File: src/inc/sbsf_pkg.sv
// Constants and types shared by the serial buffer-status block
package sbsf_pkg;
	// Register indices on the plain register port
	localparam logic [2:0] A_STAT = 3'h0;
	localparam logic [2:0] A_CON1 = 3'h1;
	localparam logic [2:0] A_DATA = 3'h2;
	localparam logic [2:0] A_MODE = 3'h3;
	localparam logic [2:0] A_ISTAT = 3'h4;
	localparam logic [2:0] A_ICLR = 3'h5;
	localparam logic [2:0] A_IEN = 3'h6;
	// Status and control field positions
	localparam int B_EN = 15;
	localparam int B_CNT = 8;
	localparam int B_SRMPT = 7;
	localparam int B_ROV = 6;
	localparam int B_RXEMPTY = 5;
	localparam int B_TBF = 1;
	localparam int B_RBF = 0;
	localparam int B_CLKPINDIS = 12;
	localparam int B_DISSDO = 11;
	localparam int B_WIDE = 10;
	localparam int B_SSEN = 7;
	localparam int B_CKP = 6;
	localparam int B_MSTEN = 5;
	localparam int B_ENH = 0;
	// Interrupt event bits
	localparam int E_TXFREE = 0;
	localparam int E_RXDATA = 1;
	localparam int E_OVF = 2;
	localparam int NEV = 3;
	// Reset values
	localparam logic [15:0] STAT_RST = 16'h0000;
	localparam logic [15:0] CON1_RST = 16'h0000;
	// Master serial clock timing
	localparam int CLK_NS = 8;
	localparam int SCK_HALF_NS = 80;
	localparam int SCK_HALF_CYC = (SCK_HALF_NS / CLK_NS < 1) ? 1 :
		SCK_HALF_NS / CLK_NS;
	typedef enum logic [0:0] {
		SB_IDLE = 1'b0,
		SB_SHIFT = 1'b1
	} sbsf_state_t;
endpackage

File: src/sbsf_fifo.sv
// Holding buffer with a selectable single-entry or full-depth limit
`timescale 1ns/10ps
module sbsf_fifo #(
	parameter int W = 16,
	parameter int D = 4,
	parameter int CW = 3
) (
	// Clock and reset
	input wire logic sys_clk,
	input wire logic arst_n,
	// Fill side
	input wire logic pushEn,
	input wire logic [W-1:0] pushData,
	// Drain side
	input wire logic popEn,
	output logic [W-1:0] headData,
	// Depth select and state
	input wire logic limitOne,
	output logic [CW-1:0] count,
	output logic full,
	output logic empty
);
	localparam int AW = (D > 1) ? $clog2(D) : 1;
	logic [W-1:0] mem [D];
	logic [AW-1:0] rdPtr_reg, rdPtr_next, wrPtr_reg, wrPtr_next;
	logic [CW-1:0] cnt_reg, cnt_next;
	logic doPush, doPop;

	assign count = cnt_reg;
	assign empty = (cnt_reg == '0);
	assign full = limitOne ? !empty : (cnt_reg >= CW'(D));
	assign headData = mem[rdPtr_reg];
	assign doPush = pushEn && !full;
	assign doPop = popEn && !empty;

	always_comb begin
		rdPtr_next = rdPtr_reg;
		wrPtr_next = wrPtr_reg;
		cnt_next = cnt_reg;
		if (doPush) begin
			wrPtr_next = (wrPtr_reg == AW'(D - 1)) ? '0 : wrPtr_reg + 1'b1;
		end
		if (doPop) begin
			rdPtr_next = (rdPtr_reg == AW'(D - 1)) ? '0 : rdPtr_reg + 1'b1;
		end
		if (doPush && !doPop) begin
			cnt_next = cnt_reg + 1'b1;
		end else if (doPop && !doPush) begin
			cnt_next = cnt_reg - 1'b1;
		end
	end

	always_ff @(posedge sys_clk or negedge arst_n) begin
		if (!arst_n) begin
			rdPtr_reg <= '0;
			wrPtr_reg <= '0;
			cnt_reg <= '0;
		end else begin
			rdPtr_reg <= rdPtr_next;
			wrPtr_reg <= wrPtr_next;
			cnt_reg <= cnt_next;
		end
	end

	always_ff @(posedge sys_clk) begin
		if (doPush) begin
			mem[wrPtr_reg] <= pushData;
		end
	end
endmodule

File: src/sbsf_top.sv
// Serial port with transmit and receive buffer-status flags
//
// Our own choices: the register addresses and strobed register access.
`timescale 1ns/10ps
//
// Function
// RL1 - Transmit-full flag sits at status bit 1; set while buffer full.
// RL2 - Standard mode: data window write loads buffer and sets transmit-full.
// RL3 - Standard mode: move into shift register clears transmit-full.
// RL4 - Enhanced mode: transmit-full set only when last free entry is written.
// RL5 - Enhanced mode: transmit-full clears when any entry becomes free.
// RL6 - Receive-full flag sits at status bit 0; set while buffer full.
// RL7 - Standard mode: shift register transfer sets receive-full.
// RL8 - Standard mode: data window read clears receive-full.
// RL9 - Enhanced mode: receive-full set when transfer fills last entry.
// RL10 - Enhanced mode: receive-full clears when any entry becomes free.
// RL11 - Word arriving with unread data is discarded, overflow flag set; enhanced mode keeps it unless all entries are unread.
// RL12 - Mode control picks single-entry or multi-entry buffering.
// RL13 - Master with clock-pin-disable set stops driving the clock pin.
module sbsf_top
	import sbsf_pkg::*;
#(
	parameter int DEPTH = 4,
	parameter int HALF_CYC = SCK_HALF_CYC
) (
	// Clock and reset
	input wire logic sys_clk,
	input wire logic arst_n,
	// Register port
	input wire logic [2:0] regAddr,
	input wire logic [15:0] regWdata,
	input wire logic regWr,
	input wire logic regRd,
	output logic [15:0] regRdata,
	// Interrupt
	output logic irq,
	// Serial link
	input wire logic sckIn,
	output logic sckOut,
	output logic sckOe_n,
	input wire logic sdiIn,
	output logic sdoOut,
	output logic sdoOe_n,
	input wire logic ssIn_n
);
	localparam int CW = $clog2(DEPTH + 1);

	// Register state
	logic en_reg, en_next, rov_reg, rov_next, enh_reg, enh_next;
	logic [15:0] con1_reg, con1_next;
	logic [NEV-1:0] ist_reg, ist_next, ien_reg, ien_next, ev;
	logic [15:0] rdata_reg, rdata_next;
	logic irq_reg, irq_next;
	// Synchronisers
	logic sckS1, sckS2, sckS3, sdiS1, sdiS2, ssS1, ssS2;
	// Engine state
	sbsf_state_t st_reg, st_next;
	logic [15:0] sr_reg, sr_next;
	logic [3:0] bit_reg, bit_next;
	logic samp_reg, samp_next;
	logic [15:0] div_reg, div_next;
	logic sck_reg, sck_next, sckOe_reg, sckOe_next;
	logic sdo_reg, sdo_next, sdoOe_reg, sdoOe_next;
	// Buffer handshakes
	logic txWr, txPop, txFull, txEmpty, rxPush, rxPop, rxFull, rxEmpty;
	logic [15:0] txHead, rxHead, rxWord;
	logic [CW-1:0] txCount, rxCount;
	logic master, wide, ckp, selected, tick, lead, trail, sEdge, ovf;

	assign master = con1_reg[B_MSTEN];
	assign wide = con1_reg[B_WIDE];
	assign ckp = con1_reg[B_CKP];
	assign selected = !con1_reg[B_SSEN] || !ssS2;

	// Link inputs pass two flops before use
	always_ff @(posedge sys_clk or negedge arst_n) begin
		if (!arst_n) begin
			sckS1 <= 1'b0;
			sckS2 <= 1'b0;
			sckS3 <= 1'b0;
			sdiS1 <= 1'b0;
			sdiS2 <= 1'b0;
			ssS1 <= 1'b1;
			ssS2 <= 1'b1;
		end else begin
			sckS1 <= sckIn;
			sckS2 <= sckS1;
			sckS3 <= sckS2;
			sdiS1 <= sdiIn;
			sdiS2 <= sdiS1;
			ssS1 <= ssIn_n;
			ssS2 <= ssS1;
		end
	end

	// Data window access
	// RL2 RL4 write loads
	assign txWr = regWr && regAddr == A_DATA;
	// RL8 RL10 read drains
	assign rxPop = regRd && regAddr == A_DATA && !rxEmpty;

	// RL12 depth follows mode
	sbsf_fifo #(.W(16), .D(DEPTH), .CW(CW)) txBuf (
		.sys_clk(sys_clk),
		.arst_n(arst_n),
		.pushEn(txWr),
		.pushData(regWdata),
		.popEn(txPop),
		.headData(txHead),
		.limitOne(!enh_reg),
		.count(txCount),
		.full(txFull),
		.empty(txEmpty)
	);

	sbsf_fifo #(.W(16), .D(DEPTH), .CW(CW)) rxBuf (
		.sys_clk(sys_clk),
		.arst_n(arst_n),
		.pushEn(rxPush),
		.pushData(rxWord),
		.popEn(rxPop),
		.headData(rxHead),
		.limitOne(!enh_reg),
		.count(rxCount),
		.full(rxFull),
		.empty(rxEmpty)
	);

	// Clock edge detection, master divider or slave sampling
	assign tick = (div_reg == 16'(HALF_CYC - 1));
	assign sEdge = selected && (sckS2 != sckS3);
	always_comb begin
		if (master) begin
			lead = st_reg == SB_SHIFT && tick && sck_reg == ckp;
			trail = st_reg == SB_SHIFT && tick && sck_reg != ckp;
		end else begin
			lead = sEdge && sckS2 != ckp;
			trail = sEdge && sckS2 == ckp;
		end
	end

	assign rxWord = wide ? {sr_reg[14:0], samp_reg} :
		{8'h00, sr_reg[6:0], samp_reg};

	// Shift engine
	always_comb begin
		st_next = st_reg;
		sr_next = sr_reg;
		bit_next = bit_reg;
		samp_next = samp_reg;
		div_next = '0;
		sck_next = ckp;
		txPop = 1'b0;
		rxPush = 1'b0;
		case (st_reg)
			SB_IDLE: begin
				bit_next = '0;
				if (en_reg && !txEmpty) begin
					// RL3 RL5 move frees entry
					txPop = 1'b1;
					sr_next = txHead;
					st_next = SB_SHIFT;
				end
			end
			SB_SHIFT: begin
				if (master) begin
					div_next = tick ? '0 : div_reg + 1'b1;
					sck_next = tick ? !sck_reg : sck_reg;
				end
				if (lead) begin
					samp_next = sdiS2;
				end
				if (trail) begin
					sr_next = {sr_reg[14:0], samp_reg};
					bit_next = bit_reg + 1'b1;
					if (bit_reg == (wide ? 4'hf : 4'h7)) begin
						// RL7 RL9 word into receive buffer
						rxPush = 1'b1;
						st_next = SB_IDLE;
					end
				end
				if (!en_reg || (!master && !selected)) begin
					st_next = SB_IDLE;
				end
			end
			default: st_next = SB_IDLE;
		endcase
	end

	// RL11 receive buffer full, word discarded
	assign ovf = rxPush && rxFull;

	// Pin drivers
	always_comb begin
		sdo_next = wide ? sr_next[15] : sr_next[7];
		// RL13 clock pin released
		sckOe_next = !(en_reg && master && !con1_reg[B_CLKPINDIS]);
		sdoOe_next = !(en_reg && !con1_reg[B_DISSDO] && (master || selected));
	end

	always_ff @(posedge sys_clk or negedge arst_n) begin
		if (!arst_n) begin
			st_reg <= SB_IDLE;
			sr_reg <= '0;
			bit_reg <= '0;
			samp_reg <= 1'b0;
			div_reg <= '0;
			sck_reg <= 1'b0;
			sckOe_reg <= 1'b1;
			sdo_reg <= 1'b0;
			sdoOe_reg <= 1'b1;
		end else begin
			st_reg <= st_next;
			sr_reg <= sr_next;
			bit_reg <= bit_next;
			samp_reg <= samp_next;
			div_reg <= div_next;
			sck_reg <= sck_next;
			sckOe_reg <= sckOe_next;
			sdo_reg <= sdo_next;
			sdoOe_reg <= sdoOe_next;
		end
	end

	assign sckOut = sck_reg;
	assign sckOe_n = sckOe_reg;
	assign sdoOut = sdo_reg;
	assign sdoOe_n = sdoOe_reg;

	// Register writes, interrupts and read data
	assign ev = {ovf, rxPush && !rxFull, txPop};
	always_comb begin
		en_next = en_reg;
		enh_next = enh_reg;
		con1_next = con1_reg;
		ien_next = ien_reg;
		rov_next = rov_reg;
		ist_next = ist_reg;
		rdata_next = '0;
		if (regWr && regAddr == A_STAT) begin
			en_next = regWdata[B_EN];
			rov_next = rov_reg && regWdata[B_ROV];
		end else if (regWr && regAddr == A_CON1) begin
			con1_next = regWdata & 16'h1fff;
		end else if (regWr && regAddr == A_MODE) begin
			enh_next = regWdata[B_ENH];
		end else if (regWr && regAddr == A_ICLR) begin
			ist_next = ist_reg & ~regWdata[NEV-1:0];
		end else if (regWr && regAddr == A_IEN) begin
			ien_next = regWdata[NEV-1:0];
		end
		// Hardware set wins over clear
		ist_next = ist_next | ev;
		if (ovf) begin
			rov_next = 1'b1;
		end
		if (regRd && regAddr == A_STAT) begin
			rdata_next[B_EN] = en_reg;
			rdata_next[B_CNT +: 3] = 3'(master ? txCount : rxCount);
			rdata_next[B_SRMPT] = st_reg == SB_IDLE;
			rdata_next[B_ROV] = rov_reg;
			rdata_next[B_RXEMPTY] = rxEmpty;
			// RL1 transmit-full bit
			rdata_next[B_TBF] = txFull;
			// RL6 receive-full bit
			rdata_next[B_RBF] = rxFull;
		end else if (regRd && regAddr == A_CON1) begin
			rdata_next = con1_reg;
		end else if (regRd && regAddr == A_DATA) begin
			rdata_next = rxHead;
		end else if (regRd && regAddr == A_MODE) begin
			rdata_next[B_ENH] = enh_reg;
		end else if (regRd && regAddr == A_ISTAT) begin
			rdata_next[NEV-1:0] = ist_reg;
		end else if (regRd && regAddr == A_IEN) begin
			rdata_next[NEV-1:0] = ien_reg;
		end
		irq_next = |(ist_next & ien_next);
	end

	always_ff @(posedge sys_clk or negedge arst_n) begin
		if (!arst_n) begin
			en_reg <= STAT_RST[B_EN];
			rov_reg <= STAT_RST[B_ROV];
			enh_reg <= 1'b0;
			con1_reg <= CON1_RST;
			ist_reg <= '0;
			ien_reg <= '0;
			rdata_reg <= '0;
			irq_reg <= 1'b0;
		end else begin
			en_reg <= en_next;
			rov_reg <= rov_next;
			enh_reg <= enh_next;
			con1_reg <= con1_next;
			ist_reg <= ist_next;
			ien_reg <= ien_next;
			rdata_reg <= rdata_next;
			irq_reg <= irq_next;
		end
	end

	assign regRdata = rdata_reg;
	assign irq = irq_reg;
endmodule

File: config.mk
export PLATFORM = sky130hd
export DESIGN_NAME = sbsf_top
export DESIGN_NICKNAME = d
export VERILOG_FILES = /design/src/inc/sbsf_pkg.sv /design/src/sbsf_fifo.sv /design/src/sbsf_top.sv
export SDC_FILE = /design/constraint.sdc
export NUM_CORES = 1
export LEC_CHECK = 0
export ABC_AREA = 1
export CORE_MARGIN = 4
export CORE_UTILIZATION = 50
export CTS_BUF_LIST = sky130_fd_sc_hd__clkbuf_16
export DETAILED_ROUTE_END_ITERATION = 10
export DONT_BUFFER_PORTS = 1
export GPL_TIMING_DRIVEN = 0
export SYNTH_ARGS = -nofsm -noshare
export SYNTH_HDL_FRONTEND = slang
export SYNTH_HIERARCHICAL = 1
export SYNTH_SLANG_ARGS = --single-unit
File: constraint.sdc
create_clock -name sys_clk -period 7.96 [get_ports sys_clk]
set_input_delay 0.796 -clock sys_clk [delete_from_list [all_inputs] [get_ports sys_clk]]
set_output_delay 0.796 -clock sys_clk [all_outputs]
set_load 0.01 [all_outputs]
## Word level (Yosys, flattened, before mapping)

Memory sizes are Yosys's and may differ from the RTL's.
Index checks and enable logic that the tools add are counted.

| storage, ports and cells | value |
|---|---|
| flip-flop bits (word level) | 102 |
| bits in latches | 0 |
| memory bits (writable) | 128 |
| ROM bits | 0 |
| input bits | 26 |
| output and inout bits | 21 |
| logic and storage cells | 202 |
| memories kept | 2 |

| operators by class | value |
|---|---|
| add/sub/neg operators | 10 |
| multipliers | 0 |
| div/mod/pow operators | 0 |
| order comparisons | 2 |
| eq/ne operators | 20 |
| shift-type cells | 0 |
| mux-type cells | 63 |
| bitwise operators | 7 |
| reduce and logical (&&, ||, !) cells | 67 |

Memory list:

| memory | depth | bits a word | rd ports | clocked after memory_dff | wr ports | line | text |
|---|---|---|---|---|---|---|---|
| rxBuf.mem | 4 | 16 | 1 | 0 | 1 | sbsf_fifo.sv:24 | `logic [W-1:0] mem [D];` |
| txBuf.mem | 4 | 16 | 1 | 0 | 1 | sbsf_fifo.sv:24 |  |

Operators by type and width:

| kind | count |
|---|---|
| $mux 16 | 7 |
| $mux 3 | 18 |
| $logic_and 1x1->1 | 35 |
| $pmux 16 s2 | 1 |
| $mux 1 | 24 |
| $logic_not 1->1 | 18 |
| $add 16x1->16 const B | 1 |
| $eq 16x4->1 const B | 1 |
| $mux 13 | 1 |
| $mux 2 | 6 |
| $mux 4 | 3 |
| $eq 3x3->1 const B | 3 |
| $logic_not 3->1 | 3 |
| $add 2x1->2 const B | 4 |
| $eq 2x2->1 const B | 4 |
| $pmux 4 s2 | 1 |
| $add 3x1->3 const B | 2 |
| $and 3x3->3 | 2 |
| $eq 3x2->1 const B | 2 |
| $ge 3x3->1 const B | 2 |
| $mux 6 | 1 |
| $reduce_and 2->1 | 3 |
| $reduce_bool 2->1 | 3 |
| $sub 3x1->3 const B | 2 |
| other kinds (15) | 22 |

## Depth between registers and ports, before layout

Gate-level depths: netlist of the first run.

| logic depth | value |
|---|---|
| depth after elaboration | 12 |
| depth in mapped cells | 19 |

## Cells and area by module

The synthesis of the first run kept the hierarchy.

Modules (own cells, without submodules):

| module | times used | cells an instance | area an instance (um2) |
|---|---|---|---|
| sbsf_fifo | 2 | 214 | 2906.5 |
| sbsf_top | 1 | 484 | 4284.1 |

## Worst setup path before layout of the first run

Ideal clock, no wire load.

| timing | value |
|---|---|
| path type | reg-to-reg |
| start point | register div_reg[1] |
| end point | memory rxBuf.mem[0][0] (enable) |
| setup time | 389 ps |
| arrival time | 2222 ps |
| data required time | 7571 ps |
| slack | 5349 ps |
| stages on the path, launching flop included | 12 |
| path buffers | 1 |
| clock period less this slack | 2611 ps |
| cells stage by stage | dfrtp_1 > inv_1 > ha_1 > nand3_1 > nor2_2 > nand3_2 > nand2_4 > buf_8 > nand2_1 > nor2_1 > nand3_2 > nor2_1 |

| between the ends | value |
|---|---|
| cells in the longest elaborated chain, start to end | 9 |

Ends and longest elaborated chain:

| element | line | text |
|---|---|---|
| from (decl) | sbsf_top.sv:61 | `logic [15:0] div_reg, div_next;` |
| from (signal assigned) | sbsf_top.sv:217 | `div_reg <= div_next;` |
| $eq 16x4->1 | sbsf_top.sv:130 | `assign tick = (div_reg == 16'(HALF_CYC - 1));` |
| $logic_and 1x1->1 (2 in a row) | sbsf_top.sv:135 | `trail = st_reg == SB_SHIFT && tick && sck_reg != ckp;` |
| $mux 1 | sbsf_top.sv:133 | `if (master) begin` |
| $mux 1 | sbsf_top.sv:173 | `if (trail) begin` |
| $mux 1 | sbsf_top.sv:155 | `case (st_reg)` |
| named net rxPush | sbsf_top.sv:65 | `logic txWr, txPop, txFull, txEmpty, rxPush, rxPop, rxFull, rxEmpty;` |
| $logic_and 1x1->1 | sbsf_fifo.sv:33 | `assign doPush = pushEn && !full;` |
| $mux 1 | sbsf_fifo.sv:66 | `if (doPush) begin` |
| $mux 1 (implied by the code) | sbsf_fifo.sv:67 | `mem[wrPtr_reg] <= pushData;` |
| to (decl) | sbsf_fifo.sv:24 |  |

The timed path passes the listed nets, and every way through them passes these cells.

## Final worst setup path of the first run

| timing | value |
|---|---|
| start point | register div_reg[1] |
| end point | register rxBuf.cnt_reg[2] (netlist: rxBuf/count[2]) |

| between the ends | value |
|---|---|
| cells in the longest elaborated chain, start to end | 10 |

Ends and longest elaborated chain:

| element | line | text |
|---|---|---|
| $eq 16x4->1 (*) | sbsf_top.sv:130 |  |
| $logic_and 1x1->1 (*) (2 in a row) | sbsf_top.sv:135 |  |
| $mux 1 (*) | sbsf_top.sv:133 |  |
| $mux 1 (*) | sbsf_top.sv:173 |  |
| $mux 1 (*) | sbsf_top.sv:155 |  |
| named net rxPush | sbsf_top.sv:65 |  |
| $logic_and 1x1->1 (*) | sbsf_fifo.sv:33 |  |
| named net rxBuf.doPush | sbsf_fifo.sv:27 | `logic doPush, doPop;` |
| $logic_not 1->1 | sbsf_fifo.sv:48 | `end else if (doPop && !doPush) begin` |
| $logic_and 1x1->1 | sbsf_fifo.sv:48 |  |
| $reduce_bool 2->1 (no line) | - |  |
| to (signal assigned) | sbsf_fifo.sv:61 | `cnt_reg <= cnt_next;` |
| to (decl) | sbsf_fifo.sv:26 | `logic [CW-1:0] cnt_reg, cnt_next;` |

The timed path passes the listed nets; every way through them passes the cells marked *.
A chain may end at the register's enable or synchronous reset.

==> impl_metrics.env, run 1 <==
export IMPL_skew_ns=0.0102
export IMPL_post_route_period_util_pct=37.2
export IMPL_rsz0062_at_grt="false"
export IMPL_ys_seq_area_share_pct=63.4
export IMPL_ys_types=48
export IMPL_p_total_uw=3400
export IMPL_core_um2=19700
export IMPL_clock_sink_count=230
export IMPL_max_cap_viol_count=0
export IMPL_post_place_ws_ns=5.04
export IMPL_synth_edf_count=128
export IMPL_numCtsBuffers=25
export IMPL_crit_end="rxBuf/count[2]"
export IMPL_synth_seq_cells=230
export IMPL_io_pins=47
export IMPL_top_regs="rxBuf/mem x64, txBuf/mem x64"
export IMPL_layout_common_cells="nand2_1 (136), edfxtp_1 (128), nor2_1 (108)"
export IMPL_fin_ws_ns=5.00
export IMPL_portBuffers=0
export IMPL_drc_errors=0
export IMPL_r2r_cells=18
export IMPL_yosysWarnings=6
export IMPL_ir_drop_v=0.000195
export IMPL_r2r_end="rxBuf/count[2]"
export IMPL_cts_buffer_depth=3
export IMPL_p_leak_uw=0.00464
export IMPL_area_delta_synth_final_pct=12.7
export IMPL_initialDrtViolationCount=477
export IMPL_final_nets=990
export IMPL_r2r_setup_slack_ns=5.00
export IMPL_grt_pass1_vias=6794
export IMPL_cts_root_buf="clkbuf_16"
export IMPL_drive_gt1_share_pct=17.4
export IMPL_avgSynthCellArea_um2=11.1
export IMPL_crit_fanout=10
export IMPL_final_common_cell="nand2_1"
export IMPL_routed_wl_um=23800
export IMPL_synth_top_area_share_pct=38.1
export IMPL_vias=6796
export IMPL_async_reset_ff_share_pct=44.3
export IMPL_critPathCaptureType="register"
export IMPL_fin_tns_setup_ns=0
export IMPL_syn_inst=912
export IMPL_path_clk_slew_ns=0.06
export IMPL_hold_violations=0
export IMPL_cts_tree="built"
export IMPL_arrival_ns=3.37
export IMPL_synth_main_ff_cell="edfxtp_1"
export IMPL_vias_per_cell=5.52
export IMPL_cp_start_kind="register"
export IMPL_setup_violations=0
export IMPL_synth_area_leader_cell="edfxtp_1"
export IMPL_antenna_found_initial=0
export IMPL_die_w_um=150
export IMPL_hpwl_um=16700
export IMPL_cp_required_ns=8.37
export IMPL_worst_pin_slew_ns=0.912
export IMPL_status="finished, final reports clean"
export IMPL_n_antenna_cell=0
export IMPL_synth_area_um2=10100
export IMPL_max_freq_mhz=338
export IMPL_grt_overflow=0
export IMPL_period_minus_slack_ns=2.96
export IMPL_r2r_start="div_reg[1]"
export IMPL_die_height_um=150
export IMPL_track_usage_pct=21.7
export IMPL_dieArea_um2=22500
export IMPL_antenna_left=0
export IMPL_max_slew_margin_pct=39.2
export IMPL_rows=51
export IMPL_maxSlewViolCount=0
export IMPL_htreeDepth=1
export IMPL_startpoint="div_reg[1]"
export IMPL_critical_path_class="reg2reg"
export IMPL_wl_per_cell_um=19.3
export IMPL_start_util_pct=51.4
export IMPL_first_pass_iters=5
export IMPL_clkLatencyLatePin_ns=0.52
export IMPL_p_per_area_nw_per_um2=298
export IMPL_hold_ws_ns=0.116
export IMPL_hold_class="in2async"
export IMPL_gp_congestion=0.883
export IMPL_grt_max_degree=99
export IMPL_grt_pass1_wl_um=37600
export IMPL_netlist_top_cells_area="edfxtp_1 (38%), dfrtp_1 (24%), nand2_1 (5.1%)"
export IMPL_syn_nets=955
kinds of logic (layout without fill, tap and decap cells):
family / after synthesis / in the layout / share of synthesized area [%]
fa+ha+maj: 17 / 17 / 2.26
mux: 6 / 6 / 0.669
flops: 230 / 230 / 63.4
xor+xnor: 6 / 6 / 0.520
compound gates: 153 / 153 / 9.36
simple gates: 382 / 382 / 17.8
buf+inv: 118 / 172 / 6.01
Yosys cell counts (8+ instances only):
library cell / count
nand2_1: 136
edfxtp_1: 128
nor2_1: 116
dfrtp_1: 98
inv_1: 71
nand3_1: 61
o21ai_0: 36
o22ai_1: 33
o21ai_1: 30
o21ai_2: 22
a21oi_1: 17
ha_1: 15
nand3_2: 15
buf_6: 14
inv_2: 10
nand4_1: 9
nor3_1: 9
buf_2: 8
buf_4: 8
nor2_2: 8
per-stage QoR:
stage               cells  utilization, %  instance area (um2)
floorplan             912               -                10100
global placement     1177            53.1                10400
detailed placement   1184            53.7                10600
CTS                  1231            57.9                11400
global route         1231            57.9                11400
finish               1231            57.9                11400
repair_timing:
action,4_1_cts,5_1_grt
hold buffers,1,0
endpoints found under the hold margin,98,0
gates resized for setup,0,0
setup buffers,0,0
where the power goes:
group / internal, uW / switching [uW] / leakage (uW)
clock network: 657 / 465 / 0.000411
logic: 251 / 469 / 0.00178
registers: 1420 / 136 / 0.00245
how the worst min path moves through the flow:
stage / start / end / slack, ns / cells after the start
global placement: sdiS1 / sdiS2 / 0.33 / 0
detailed placement: sdiS1 / sdiS2 / 0.34 / 0
global route: arst_n / ssS1 / 0.09 / 0
floorplan: sckS1 / sckS2 / 0.33 / 0
finish: arst_n / ssS2 / 0.12 / 0
CTS: arst_n / ssS1 / 0.09 / 0
critical path, stage by stage, from the launching register on:
cell,delay [ns]
dfrtp_1,0.40
inv_1,0.07
ha_1,0.16
nand3_1,0.09
nor2_2,0.16
nand3_2,0.11
nand2_4,0.12
buf_8,0.15
nand2_1,0.11
nor2_1,0.27
nand3_2,0.22
inv_1,0.10
ha_1,0.17
inv_1,0.07
fa_1,0.37
nand2_1,0.09
nand3_1,0.07
nand2_1,0.06
nand2_1,0.05
routing by layer:
layer,global-route usage (%),vias to the layer above,wire [um]
met5,0,-,0
met4,6.72,0,714
met3,4.39,49,1520
met2,36.3,213,11300
met1,28.8,3319,10300
li1,-,3215,-
cell type report:
type / count / area (um2)
fillers: 1664 / 8270
flip-flops and latches: 230 / 6400
multi-input cells: 564 / 3110
clock buffers: 26 / 651
well taps: 265 / 332
inverters: 85 / 327
plain buffers: 33 / 280
clock inverters: 20 / 154
repair buffers: 8 / 129
Power figures use the tool's default switching activity.
==> run 2, diff against run 1 <==
==> constraint.sdc (replaced) <==
create_clock -name sys_clk -period 3.04 [get_ports sys_clk]
set_input_delay 0.304 -clock sys_clk [delete_from_list [all_inputs] [get_ports sys_clk]]
set_output_delay 0.304 -clock sys_clk [all_outputs]
set_load 0.01 [all_outputs]
==> run 2 against run 1 <==
Effect of this change: critical path depth is the same; total power grew to 2.6 times the previous value; clock power rose to 2.6 times the previous value; critical endpoint unchanged.
==> impl_metrics.env, run 2 (same netlist as run 1, synthesis figures left out) <==
export IMPL_hold_class="in2reg"
export IMPL_grt_pass1_vias=6821
export IMPL_period_minus_slack_ns=2.81
export IMPL_numCtsBuffers=25
export IMPL_cts_buffer_depth=3
export IMPL_cts_setup_buffers=0
export IMPL_io_pins=47
export IMPL_arrival_ns=3.22
export IMPL_vias_per_cell=5.46
export IMPL_cp_required_ns=3.44
export IMPL_p_leak_uw=0.00473
export IMPL_place_area_um2=10600
export IMPL_ir_drop_v=0.000664
export IMPL_rows=51
export IMPL_path_cells="inv_1 -> ha_1 -> nand3_1 -> nor2_2 -> nand3_2 -> nand2_4 -> buf_8 -> nand2_1 -> nor2_4 -> nand3_4 -> inv_1 -> ha_1 -> inv_1 -> fa_1 -> inv_1 -> nand2_1 -> nand4_1 -> nand2_1"
export IMPL_hold_violations=0
export IMPL_critPathCaptureType="register"
export IMPL_skew_ns=0.0144
export IMPL_vias=6836
export IMPL_setup_violations=0
export IMPL_fin_ws_ns=0.226
export IMPL_drc_errors=0
export IMPL_n_antenna_cell=0
export IMPL_hold_ws_ns=0.0364
export IMPL_antenna_found_initial=0
export IMPL_final_common_cell="nand2_1"
export IMPL_clock_sink_count=230
export IMPL_status="finished, final reports clean"
export IMPL_track_usage_pct=21.7
export IMPL_grt_max_degree=103
export IMPL_maxSlewViolCount=0
export IMPL_critical_path_max_stage_delay_ns=0.40
export IMPL_fin_cells=1252
export IMPL_fin_tns_setup_ns=0
export IMPL_gp_congestion=0.883
export IMPL_cp_start_kind="register"
export IMPL_dieArea_um2=22500
export IMPL_die_height_um=150
export IMPL_layout_common_cells="nand2_1 (136), edfxtp_1 (128), nor2_1 (107)"
export IMPL_wl_per_cell_um=18.9
export IMPL_crit_path_top_delay_cell="dfrtp_1"
export IMPL_r2r_setup_slack_ns=0.23
export IMPL_drive_gt1_share_pct=17.1
export IMPL_crit_path_frequent_cell="inv_1"
export IMPL_initialDrtViolationCount=528
export IMPL_grt_overflow=0
export IMPL_crit_fanout=10
export IMPL_core_um2=19700
export IMPL_rsz0062_at_grt="false"
export IMPL_dpl_cell_count=1184
export IMPL_fin_area_um2=11600
export IMPL_top_regs="rxBuf/mem x64, txBuf/mem x64"
export IMPL_max_freq_mhz=355
export IMPL_critical_path_class="reg2reg"
export IMPL_post_place_ws_ns=0.122
export IMPL_start_util_pct=51.4
export IMPL_grt_pass1_wl_um=37600
export IMPL_antenna_left=0
export IMPL_routed_wl_um=23700
export IMPL_portBuffers=0
export IMPL_first_pass_iters=5
export IMPL_clkLatencyLatePin_ns=0.53
export IMPL_hpwl_um=16700
export IMPL_area_delta_synth_final_pct=15.0
export IMPL_cts_root_buf="clkbuf_16"
export IMPL_max_slew_margin_pct=40.9
export IMPL_path_clk_slew_ns=0.06
export IMPL_cts_tree="built"
export IMPL_htreeDepth=1
export IMPL_max_cap_viol_count=0
export IMPL_p_per_area_nw_per_um2=770
export IMPL_post_route_period_util_pct=92.6
export IMPL_die_w_um=150
export IMPL_worst_pin_slew_ns=0.885
export IMPL_final_nets=1011
==> run 2: layer usage <==
layer,up-vias,part of all wire (%),track usage (%)
met2,173,47,36.2
li1,3258,-,-
met3,47,5.4,3.94
met5,-,0,0
met4,0,3.0,6.68
met1,3358,44,29.1
==> run 2: cell type report <==
class	count	area [um2]
fillers	1643	8050
clock buffers	26	651
repair buffers	29	339
flip-flops and latches	230	6400
plain buffers	33	280
multi-input cells	564	3120
well taps	265	332
inverters	85	327
clock inverters	20	154
==> run 2: final timing paths <==
check / from / to / cells after the start
max: div_reg[1] / rxBuf/count[2] / 18
min reg2reg: sckS1 / sckS2 / 0
min in group asynchronous: arst_n / sckOut / 2
max in group asynchronous: arst_n / sckOe_n / 2
max reg2reg: div_reg[1] / rxBuf/count[2] / 18
min: regWr / en_reg / 2
==> run 2: power by group <==
group | switching, uW | internal [uW]
sequential | 357 | 3720
combinational | 1250 | 675
clock | 1220 | 1720
total | 2830 | 6110
==> run 2: metrics by stage <==
| stage | power, uW | utilization [%] |
|---|---|---|
| floorplan | 5380 | - |
| detailed placement | 5990 | 53.7 |
| global route | 9410 | 59.1 |
| CTS | 9000 | 59.0 |
| finish | 8940 | 59.1 |
| global placement | 5910 | 53.1 |
==> run 2: worst max-delay path: cells and delay by family (launching register included) <==
kind	cells	cell delay, ns
buffers and inverters	5	0.44
adder cells (fa/ha/maj)	3	0.70
AND/OR/NAND/NOR	10	1.16
flip-flops	1	0.40
==> run 2: timing repair <==
action	CTS	global route
setup endpoints to repair	0	18
resized for setup	0	3
endpoints found under the hold margin	183	0
hold buffers	22	0
